[config.mk]
export PLATFORM = sky130hd
export DESIGN_NAME = pxb_priority_pin_crossbar
export DESIGN_NICKNAME = d
export VERILOG_FILES = /design/src/pxb_pkg.sv /design/src/pxb_priority_pin_crossbar.sv /design/src/pxb_sfr_regs.sv /design/src/pxb_sync.sv
export SDC_FILE = /design/constraint.sdc
export NUM_CORES = 2
export LEC_CHECK = 0
export ABC_AREA = 1
export BUFFER_PORTS_ARGS = -buffer_cell sky130_fd_sc_hd__buf_2
export CORE_ASPECT_RATIO = 0.6
export CORE_MARGIN = 5
export CORE_UTILIZATION = 30
export DETAILED_ROUTE_END_ITERATION = 8
export MAX_ROUTING_LAYER = met4
export SLEW_MARGIN = 10
export SYNTH_ARGS = -nofsm -noshare
export SYNTH_HDL_FRONTEND = slang
export SYNTH_HIERARCHICAL = 1
export SYNTH_SLANG_ARGS = --single-unit
[constraint.sdc]
create_clock -name clk_sys -period 5.92 [get_ports clk_sys]
set_clock_uncertainty 0.15 [all_clocks]
set_input_delay 0.296 -clock clk_sys [delete_from_list [all_inputs] [get_ports clk_sys]]
set_output_delay 0.296 -clock clk_sys [all_outputs]
set_load 0.01 [all_outputs]
[src/pxb_pkg.sv]
package pxb_pkg;

  // pin index 0..7 is port 0, 8..14 is port 1 bits 0..6
  localparam int NUM_PINS = 15;
  localparam int NUM_SIGS = 26;
  localparam int SIG_W = 5;

  // register addresses on the special-function register port
  localparam logic [7:0] ADDR_SEL0 = 8'he1;
  localparam logic [7:0] ADDR_SEL1 = 8'he2;
  localparam logic [7:0] ADDR_SEL2 = 8'he3;
  localparam logic [7:0] ADDR_SKIP0 = 8'hd4;
  localparam logic [7:0] ADDR_SKIP1 = 8'hd5;

  // reset values and writable-bit masks
  localparam logic [7:0] SEL0_RST = 8'h00;
  localparam logic [7:0] SEL1_RST = 8'h00;
  localparam logic [7:0] SEL2_RST = 8'h00;
  localparam logic [7:0] SKIP_RST = 8'h00;
  localparam logic [7:0] SEL1_MASK = 8'h7f;
  localparam logic [7:0] SEL2_MASK = 8'hc0;
  localparam logic [7:0] SKIP1_MASK = 8'h7f;
  localparam logic [7:0] RDATA_UNMAPPED = 8'h00;

  // crossbar_select_0 fields
  localparam int SEL0_CMP1_ASYNC = 7;
  localparam int SEL0_CMP1_SYNC = 6;
  localparam int SEL0_CMP0_ASYNC = 5;
  localparam int SEL0_CMP0_SYNC = 4;
  localparam int SEL0_CORE_CLK = 3;
  localparam int SEL0_TWO_WIRE = 2;
  localparam int SEL0_SPIA = 1;
  localparam int SEL0_ASYNC_SER = 0;
  // crossbar_select_1 fields
  localparam int SEL1_SPIB = 6;
  localparam int SEL1_TIMER_B = 5;
  localparam int SEL1_TIMER_A = 4;
  localparam int SEL1_CNT_CLK = 3;
  localparam int SEL1_CEX_LSB = 0;
  localparam int CEX_W = 3;
  localparam logic [2:0] CEX_RESERVED = 3'h7;
  // crossbar_select_2 fields
  localparam int SEL2_WEAK_PU_OFF = 7;
  localparam int SEL2_ROUTE_EN = 6;

  // fixed pin locations
  localparam int PIN_ASYNC_TX = 4;
  localparam int PIN_ASYNC_RX = 5;
  localparam int PIN_SPIB_FIRST = 8;

  // crossbar signals in descending priority
  localparam int SIG_ASYNC_TX = 0;
  localparam int SIG_ASYNC_RX = 1;
  localparam int SIG_SPIB_SCK = 2;
  localparam int SIG_SPIB_NSS = 5;
  localparam int SIG_SPIA_SCK = 6;
  localparam int SIG_SPIA_NSS = 9;
  localparam int SIG_SDA = 10;
  localparam int SIG_SCL = 11;
  localparam int SIG_CMP0_SYNC = 12;
  localparam int SIG_CMP0_ASYNC = 13;
  localparam int SIG_CMP1_SYNC = 14;
  localparam int SIG_CMP1_ASYNC = 15;
  localparam int SIG_CORE_CLK = 16;
  localparam int SIG_CEX_FIRST = 17;
  localparam int SIG_CNT_CLK = 23;
  localparam int SIG_TIMER_A = 24;
  localparam int SIG_TIMER_B = 25;
  localparam int SIG_FIRST_FLOAT = 6;

  typedef struct packed {
    logic [7:0] addr;
    logic wr;
    logic rd;
    logic [7:0] wdata;
  } pxb_sfr_type;

  typedef struct packed {
    logic [7:0] sel0;
    logic [7:0] sel1;
    logic [7:0] sel2;
    logic [NUM_PINS-1:0] skip;
  } pxb_cfg_type;

  typedef struct packed {
    logic [NUM_SIGS-1:0] level;
    logic [NUM_SIGS-1:0] drive;
  } pxb_periph_type;

endpackage : pxb_pkg

[src/pxb_priority_pin_crossbar.sv]
`timescale 1ns/100ps
module pxb_priority_pin_crossbar import pxb_pkg::*; #(
  parameter int NPIN = NUM_PINS,
  parameter int NSIG = NUM_SIGS
) (
  input wire logic clk_sys,
  input wire logic reset,
  input wire pxb_sfr_type sfr_bus,
  output logic [7:0] sfr_rdata,
  input wire logic spia_four_wire,
  input wire logic spib_four_wire,
  input wire logic [NPIN-1:0] pin_output_mode,
  input wire logic [NPIN-1:0] pin_digital_mode,
  input wire logic [NPIN-1:0] gpio_latch,
  input wire pxb_periph_type periph,
  output logic [NSIG-1:0] periph_in,
  input wire logic [NPIN-1:0] pin_in,
  output logic [NPIN-1:0] pin_out,
  output logic [NPIN-1:0] pin_oe_n,
  output logic [NPIN-1:0] pin_assigned,
  output logic [NPIN-1:0] event_pin_level,
  output logic weak_pullup_off
);

  if (NPIN != NUM_PINS || NSIG != NUM_SIGS) begin : g_chk
    $error("crossbar: pin and signal counts are fixed by the map");
  end

  // the decoder hard-codes these relations between the pin and signal
  // maps; refuse a package that breaks them rather than misroute a pin
  if (NSIG > (1 << SIG_W)) begin : g_chk_sig_w
    $error("crossbar: signal numbers do not fit their field");
  end

  if (PIN_ASYNC_TX >= NPIN || PIN_ASYNC_RX >= NPIN) begin : g_chk_async
    $error("crossbar: async serial pins lie outside the port");
  end

  if (PIN_SPIB_FIRST + 4 > NPIN) begin : g_chk_spib
    $error("crossbar: serial B pins lie outside the port");
  end

  if (SIG_SPIB_NSS != SIG_SPIB_SCK + 3 ||
      SIG_SPIA_NSS != SIG_SPIA_SCK + 3) begin : g_chk_nss
    $error("crossbar: a select must follow its three data lines");
  end

  if (SIG_FIRST_FLOAT != SIG_SPIA_SCK ||
      SIG_SPIA_SCK != SIG_SPIB_NSS + 1) begin : g_chk_float
    $error("crossbar: floating signals must follow the fixed ones");
  end

  if (CEX_W != 3 || SIG_CEX_FIRST + 6 != SIG_CNT_CLK) begin : g_chk_cex
    $error("crossbar: counter output block does not match its field");
  end

  if (SIG_TIMER_B != NSIG - 1) begin : g_chk_last
    $error("crossbar: last signal must close the table");
  end

  typedef struct packed {
    logic [NPIN-1:0] pin_out_r;
    logic [NPIN-1:0] pin_oe_n_r;
    logic [NPIN-1:0] assigned_r;
    logic [NPIN-1:0] event_r;
    logic [NSIG-1:0] periph_in_r;
  } pxb_xbar_state_type;

  pxb_xbar_state_type st_r;
  pxb_xbar_state_type st_nxt;
  pxb_cfg_type cfg;
  logic [NPIN-1:0] pin_sync;
  logic [NSIG-1:0] sig_en;
  logic [NPIN-1:0] asg_valid;
  logic [NPIN-1:0][SIG_W-1:0] asg_sig;
  logic route_en;

  pxb_sfr_regs u_regs (
    .clk_sys(clk_sys),
    .reset(reset),
    .sfr(sfr_bus),
    .cfg(cfg),
    .rdata(sfr_rdata)
  );

  pxb_sync #(
    .WIDTH(NPIN)
  ) u_sync (
    .clk_sys(clk_sys),
    .reset(reset),
    .async_in(pin_in),
    .sync_out(pin_sync)
  );

  assign route_en = cfg.sel2[SEL2_ROUTE_EN];
  assign weak_pullup_off = cfg.sel2[SEL2_WEAK_PU_OFF];

  // which crossbar signals software has selected
  always_comb begin
    logic [2:0] cex_n;
    cex_n = cfg.sel1[SEL1_CEX_LSB +: CEX_W];
    sig_en = '0;
    sig_en[SIG_ASYNC_TX] = cfg.sel0[SEL0_ASYNC_SER];
    sig_en[SIG_ASYNC_RX] = cfg.sel0[SEL0_ASYNC_SER];
    for (int j = 0; j < 3; j++) begin
      sig_en[SIG_SPIB_SCK + j] = cfg.sel1[SEL1_SPIB];
    end
    sig_en[SIG_SPIB_NSS] = cfg.sel1[SEL1_SPIB] & spib_four_wire;
    for (int j = 0; j < 3; j++) begin
      sig_en[SIG_SPIA_SCK + j] = cfg.sel0[SEL0_SPIA];
    end
    sig_en[SIG_SPIA_NSS] = cfg.sel0[SEL0_SPIA] & spia_four_wire;
    sig_en[SIG_SDA] = cfg.sel0[SEL0_TWO_WIRE];
    sig_en[SIG_SCL] = cfg.sel0[SEL0_TWO_WIRE];
    sig_en[SIG_CMP0_SYNC] = cfg.sel0[SEL0_CMP0_SYNC];
    sig_en[SIG_CMP0_ASYNC] = cfg.sel0[SEL0_CMP0_ASYNC];
    sig_en[SIG_CMP1_SYNC] = cfg.sel0[SEL0_CMP1_SYNC];
    sig_en[SIG_CMP1_ASYNC] = cfg.sel0[SEL0_CMP1_ASYNC];
    sig_en[SIG_CORE_CLK] = cfg.sel0[SEL0_CORE_CLK];
    for (int j = 0; j < 6; j++) begin
      sig_en[SIG_CEX_FIRST + j] = (cex_n != CEX_RESERVED) &&
                                  (int'(cex_n) > j);
    end
    sig_en[SIG_CNT_CLK] = cfg.sel1[SEL1_CNT_CLK];
    sig_en[SIG_TIMER_A] = cfg.sel1[SEL1_TIMER_A];
    sig_en[SIG_TIMER_B] = cfg.sel1[SEL1_TIMER_B];
  end

  // priority decoder; purely combinational, but the pins are registered, so a
  // setting change reaches them one clock after the select register loads; a pin
  // may glitch while software rewrites selects with the crossbar enabled
  always_comb begin
    logic [NPIN-1:0] taken;
    logic found;
    taken = '0;
    found = 1'b0;
    asg_valid = '0;
    asg_sig = '0;
    if (sig_en[SIG_ASYNC_TX]) begin
      taken[PIN_ASYNC_TX] = 1'b1;
      asg_sig[PIN_ASYNC_TX] = SIG_W'(SIG_ASYNC_TX);
    end
    if (sig_en[SIG_ASYNC_RX]) begin
      taken[PIN_ASYNC_RX] = 1'b1;
      asg_sig[PIN_ASYNC_RX] = SIG_W'(SIG_ASYNC_RX);
    end
    for (int j = 0; j < 4; j++) begin
      if (sig_en[SIG_SPIB_SCK + j]) begin
        taken[PIN_SPIB_FIRST + j] = 1'b1;
        asg_sig[PIN_SPIB_FIRST + j] = SIG_W'(SIG_SPIB_SCK + j);
      end
    end
    for (int k = SIG_FIRST_FLOAT; k < NSIG; k++) begin
      found = 1'b0;
      if (sig_en[k]) begin
        for (int p = 0; p < NPIN; p++) begin
          if (!found && !taken[p] && !cfg.skip[p]) begin
            found = 1'b1;
            taken[p] = 1'b1;
            asg_sig[p] = SIG_W'(k);
          end
        end
      end
    end
    asg_valid = taken;
  end

  // pin drivers and peripheral inputs, registered
  always_comb begin
    logic [SIG_W-1:0] s;
    logic lvl;
    logic drv;
    logic open_drain;
    s = '0;
    lvl = 1'b0;
    drv = 1'b0;
    open_drain = 1'b0;
    st_nxt = st_r;
    // idle-high inputs to peripherals whose signal has no pin
    st_nxt.periph_in_r = '1;
    st_nxt.event_r = pin_sync & pin_digital_mode;
    st_nxt.assigned_r = route_en ? asg_valid : '0;
    for (int p = 0; p < NPIN; p++) begin
      s = asg_sig[p];
      if (route_en && asg_valid[p]) begin
        lvl = periph.level[s];
        drv = periph.drive[s];
        open_drain = !pin_output_mode[p] ||
                     (int'(s) == SIG_SDA) || (int'(s) == SIG_SCL);
        st_nxt.periph_in_r[s] = pin_sync[p];
      end else begin
        lvl = gpio_latch[p];
        drv = 1'b1;
        open_drain = !pin_output_mode[p];
      end
      st_nxt.pin_out_r[p] = lvl;
      if (!route_en || !pin_digital_mode[p]) begin
        st_nxt.pin_oe_n_r[p] = 1'b1;
      end else if (open_drain) begin
        st_nxt.pin_oe_n_r[p] = !(drv && !lvl);
      end else begin
        st_nxt.pin_oe_n_r[p] = !drv;
      end
    end
  end

  always_ff @(posedge clk_sys or posedge reset) begin
    if (reset) begin
      st_r.pin_out_r <= '0;
      st_r.pin_oe_n_r <= '1;
      st_r.assigned_r <= '0;
      st_r.event_r <= '0;
      st_r.periph_in_r <= '1;
    end else begin
      st_r <= st_nxt;
    end
  end

  assign pin_out = st_r.pin_out_r;
  assign pin_oe_n = st_r.pin_oe_n_r;
  assign pin_assigned = st_r.assigned_r;
  assign event_pin_level = st_r.event_r;
  assign periph_in = st_r.periph_in_r;

endmodule : pxb_priority_pin_crossbar

[src/pxb_sfr_regs.sv]
`timescale 1ns/100ps
module pxb_sfr_regs import pxb_pkg::*; (
  input wire logic clk_sys,
  input wire logic reset,
  input wire pxb_sfr_type sfr,
  output pxb_cfg_type cfg,
  output logic [7:0] rdata
);

  typedef struct packed {
    pxb_cfg_type cfg_r;
    logic [7:0] rdata_r;
  } pxb_regs_state_type;

  pxb_regs_state_type st_r;
  pxb_regs_state_type st_nxt;

  always_comb begin
    st_nxt = st_r;
    if (sfr.wr) begin
      case (sfr.addr)
        ADDR_SEL0: st_nxt.cfg_r.sel0 = sfr.wdata;
        ADDR_SEL1: st_nxt.cfg_r.sel1 = sfr.wdata & SEL1_MASK;
        ADDR_SEL2: st_nxt.cfg_r.sel2 = sfr.wdata & SEL2_MASK;
        ADDR_SKIP0: st_nxt.cfg_r.skip[7:0] = sfr.wdata;
        ADDR_SKIP1: st_nxt.cfg_r.skip[NUM_PINS-1:8] = sfr.wdata[6:0];
        default: st_nxt.cfg_r = st_r.cfg_r;
      endcase
    end
    // unused bits read back as zero
    if (sfr.rd) begin
      case (sfr.addr)
        ADDR_SEL0: st_nxt.rdata_r = st_r.cfg_r.sel0;
        ADDR_SEL1: st_nxt.rdata_r = st_r.cfg_r.sel1;
        ADDR_SEL2: st_nxt.rdata_r = st_r.cfg_r.sel2;
        ADDR_SKIP0: st_nxt.rdata_r = st_r.cfg_r.skip[7:0];
        ADDR_SKIP1: st_nxt.rdata_r = {1'b0, st_r.cfg_r.skip[NUM_PINS-1:8]};
        default: st_nxt.rdata_r = RDATA_UNMAPPED;
      endcase
    end
  end

  always_ff @(posedge clk_sys or posedge reset) begin
    if (reset) begin
      st_r.cfg_r.sel0 <= SEL0_RST;
      st_r.cfg_r.sel1 <= SEL1_RST;
      st_r.cfg_r.sel2 <= SEL2_RST;
      st_r.cfg_r.skip <= {SKIP_RST[6:0], SKIP_RST};
      st_r.rdata_r <= RDATA_UNMAPPED;
    end else begin
      st_r <= st_nxt;
    end
  end

  assign cfg = st_r.cfg_r;
  assign rdata = st_r.rdata_r;

endmodule : pxb_sfr_regs

[src/pxb_sync.sv]
`timescale 1ns/100ps
module pxb_sync import pxb_pkg::*; #(
  parameter int WIDTH = NUM_PINS
) (
  input wire logic clk_sys,
  input wire logic reset,
  input wire logic [WIDTH-1:0] async_in,
  output logic [WIDTH-1:0] sync_out
);

  typedef struct packed {
    logic [WIDTH-1:0] stage1_r;
    logic [WIDTH-1:0] stage2_r;
  } pxb_sync_state_type;

  pxb_sync_state_type st_r;
  pxb_sync_state_type st_nxt;

  if (WIDTH < 1) begin : g_chk
    $error("pxb_sync: WIDTH must be at least one");
  end

  // first stage feeds only the second stage
  always_comb begin
    st_nxt.stage1_r = async_in;
    st_nxt.stage2_r = st_r.stage1_r;
  end

  always_ff @(posedge clk_sys or posedge reset) begin
    if (reset) begin
      st_r <= '1;
    end else begin
      st_r <= st_nxt;
    end
  end

  assign sync_out = st_r.stage2_r;

endmodule : pxb_sync
==> results.py <==
metrics = {
    "detailed_routing": {
        "drtPass1Iterations": 8,
        "drt_iter0_markers": 6501,
        "ant_nets": 0,
        "viasPerCell": 5.85,
        "wl_mm": 173,
        "vias": 40500,
        "drc_errors": 0,
        "wl_per_cell_microns": 24.9,
    },
    "setup_path": {
        "crit_type": "register to register",
        "crit_required_ps": 6200,
        "arrival_ps": 8320,
        "critPathMaxStageDelay_ps": 510,
        "slowest_stage": "dfrtp_2",
        "endpoint_kind": "register",
        "crit_top_cell": "nand2_2",
        "crit_buf_inv": 11,
        "start_kind": "register",
        "crit_family": "simple AND/OR/NAND/NOR gates",
        "critPathMaxFanout": 7,
    },
    "timing": {
        "setup_violations": 56,
        "rsz0062_at_grt": "true",
        "timing.final.crit_share_pct": 136,
        "hold_violations": 0,
        "max_slew.worst_pin.slew_ps": 1110,
        "slew_violations": 0,
        "finalSetupTns_ps": -89290,
        "min_period_ps": 8040,
        "fmax_mhz": 124,
        "setup_ws_ps": -2120,
        "relSlewSlack_pct": 25.7,
    },
    "synth": {
        "synth_area_sq_mm": 0.0246,
        "syn_area_per_cell_sq_um": 5.67,
        "yosysWarnings": 6,
        "synthCells": 4339,
        "syn-num-nets": 4473,
    },
    "cells_and_area": {
        "register_area_sq_mm": 0.00400,
        "drive_gt1_share_pct": 44.5,
        "area_delta_synth_final_pct": 68.4,
        "n_fill_cell": 8069,
        "multi_input_area_sq_mm": 0.0203,
        "fin_util_pct": 50.9,
        "nNetsFinal": 5973,
    },
    "clock_tree": {
        "clock_path_buffers": 2,
        "worstSkewPairLatency_ps": 530,
        "cts_buffers": 17,
        "root_buffer": "clkbuf_16",
        "clk_pin_slew_ps": 80,
        "cts_tree": "yes",
        "clock-sinks": 156,
        "cts_max_level": 4,
    },
    "power_and_ir_drop": {
        "p_leak_nw": 20.6,
        "p_per_area_mw_per_mm2": 153,
        "max-vdd-ir-drop_mv": 0.165,
        "design_power_total_w": 0.00636,
    },
    "global_route": {
        "grt_pass1_vias": 36000,
        "antenna_found_initial": 3,
        "grt-ovfl-total": 0,
        "grt_start_max_net_pins": 53,
        "grt_pass1_wl_mm": 240,
        "track_usage_pct": 37.4,
    },
    "floorplan": {
        "initial_utilization_pct": 30.2,
        "io_pins": 229,
        "die_y_microns": 232,
        "core_area_sq_mm": 0.0814,
        "row_count": 81,
        "die_x_microns": 380,
        "die-area_sq_mm": 0.0881,
    },
    "run": {
        "max_cap_violations": 0,
    },
    "status": {
        "outcome": "finished with violations",
        "violations": "setup timing",
    },
    "placed_design": {
        "port_buffers": 228,
        "gp_congestion": 1.14,
        "dpl.hpwl_mm": 132,
    },
    "min_path": {
        "hold_class": "primary input to register",
    },
}
routing by layer:
metal,up-vias,GRT usage (%),routed length [microns]
li1,17800,-,-
met1,18800,52.6,72800
met2,3278,45.7,62000
met3,583,18.0,30700
met4,0,11.1,6940
met5,-,-,0
state kept, by name, indices dropped and copies added (netlist names):
name and count:
u_regs/cfg 32, pin_assigned 15, u_sync/st_nxt 15, u_sync/sync_out 15, periph_in 26, u_regs/rdata 8, pin_out 15, event_pin_level 15
pin_oe_n 15
report_power, final:
group | total [W] | internal, W | switching [W]
combinational | 0.00408 | 0.00160 | 0.00248
sequential | 0.00118 | 0.00112 | 0.0000551
clock | 0.00110 | 0.000554 | 0.000547
cell usage in the layout, fill, tap and decap left out, types with 30 or more instances in the layout:
| master | n |
|---|---|
| o21ai_0 | 162 |
| o211ai_1 | 48 |
| nor2_4 | 114 |
| o21ai_1 | 53 |
| a21oi_1 | 77 |
| nand2_2 | 185 |
| o2111ai_1 | 55 |
| dfstp_2 | 71 |
| a21oi_2 | 39 |
| o21ai_2 | 44 |
| inv_2 | 111 |
| nor2_1 | 359 |
| dlygate4sd3_1 | 56 |
| nand3_4 | 30 |
| buf_2 | 228 |
| nor3_1 | 74 |
| nand3_2 | 73 |
| nor2_2 | 99 |
| nand3_1 | 324 |
| nand4_1 | 130 |
| buf_4 | 1291 |
| buf_6 | 47 |
| nand2_1 | 788 |
| clkinv_1 | 31 |
| o22ai_1 | 142 |
| inv_1 | 585 |
| a221oi_1 | 33 |
| a32oi_1 | 37 |
| nand2_4 | 51 |
| dfrtp_1 | 81 |
path summary, 6_finish.rpt:
check / depth (start not counted) / to / from / slack [ps]
hold / removal: 4 / pin_out[5] / gpio_latch[5] / 20
max in group asynchronous: 4 / pin_assigned[14] / reset / 4210
setup reg to reg: 59 / periph_in[22] / u_regs/cfg[32] / -2120
hold reg to reg: 0 / u_sync/sync_out[13] / u_sync/st_nxt[13] / 200
setup / recovery: 59 / periph_in[22] / u_regs/cfg[32] / -2120
min in group asynchronous: 3 / pin_assigned[6] / reset / 260
layout make-up:
type | count | area share (%)
Inverter | 752 | 7.00
Sequential cell | 156 | 9.65
Clock buffer | 19 | 1.07
Timing Repair Buffer | 1645 | 29.9
Multi-Input combinational cell | 3267 | 48.9
Clock inverter | 13 | 0.254
Tap cell | 1079 | 3.26
Antenna cell | 2 | 0.0121
metrics by stage:
stage	worst slack, ps	instance area [sq um]	hold slack [ps]	std cells
final	-2120	41400	19.6	6933
after global routing	-2460	41400	23.9	6933
after CTS	-1480	38400	2.45	6835
after floorplan	-439	25000	150	4339
after detailed placement	-2070	35300	197	6620
after global placement	-1980	35300	196	6620
tightest hold or removal path, delay by kind of cell:
family | cells | cell delay, ps
buf+inv | 3 | 260
compound gates | 1 | 90
what timing repair did:
action / 4_1_cts / 5_1_grt
endpoints found under the setup margin: 55 / 59
resized for setup: 266 / 597
gates cloned: 2 / 2
pin swaps: 70 / 262
setup buffers: 125 / 94
endpoints found under the hold margin: 138 / 0
hold buffers: 56 / 0
(Power assumes the default switching activity.)
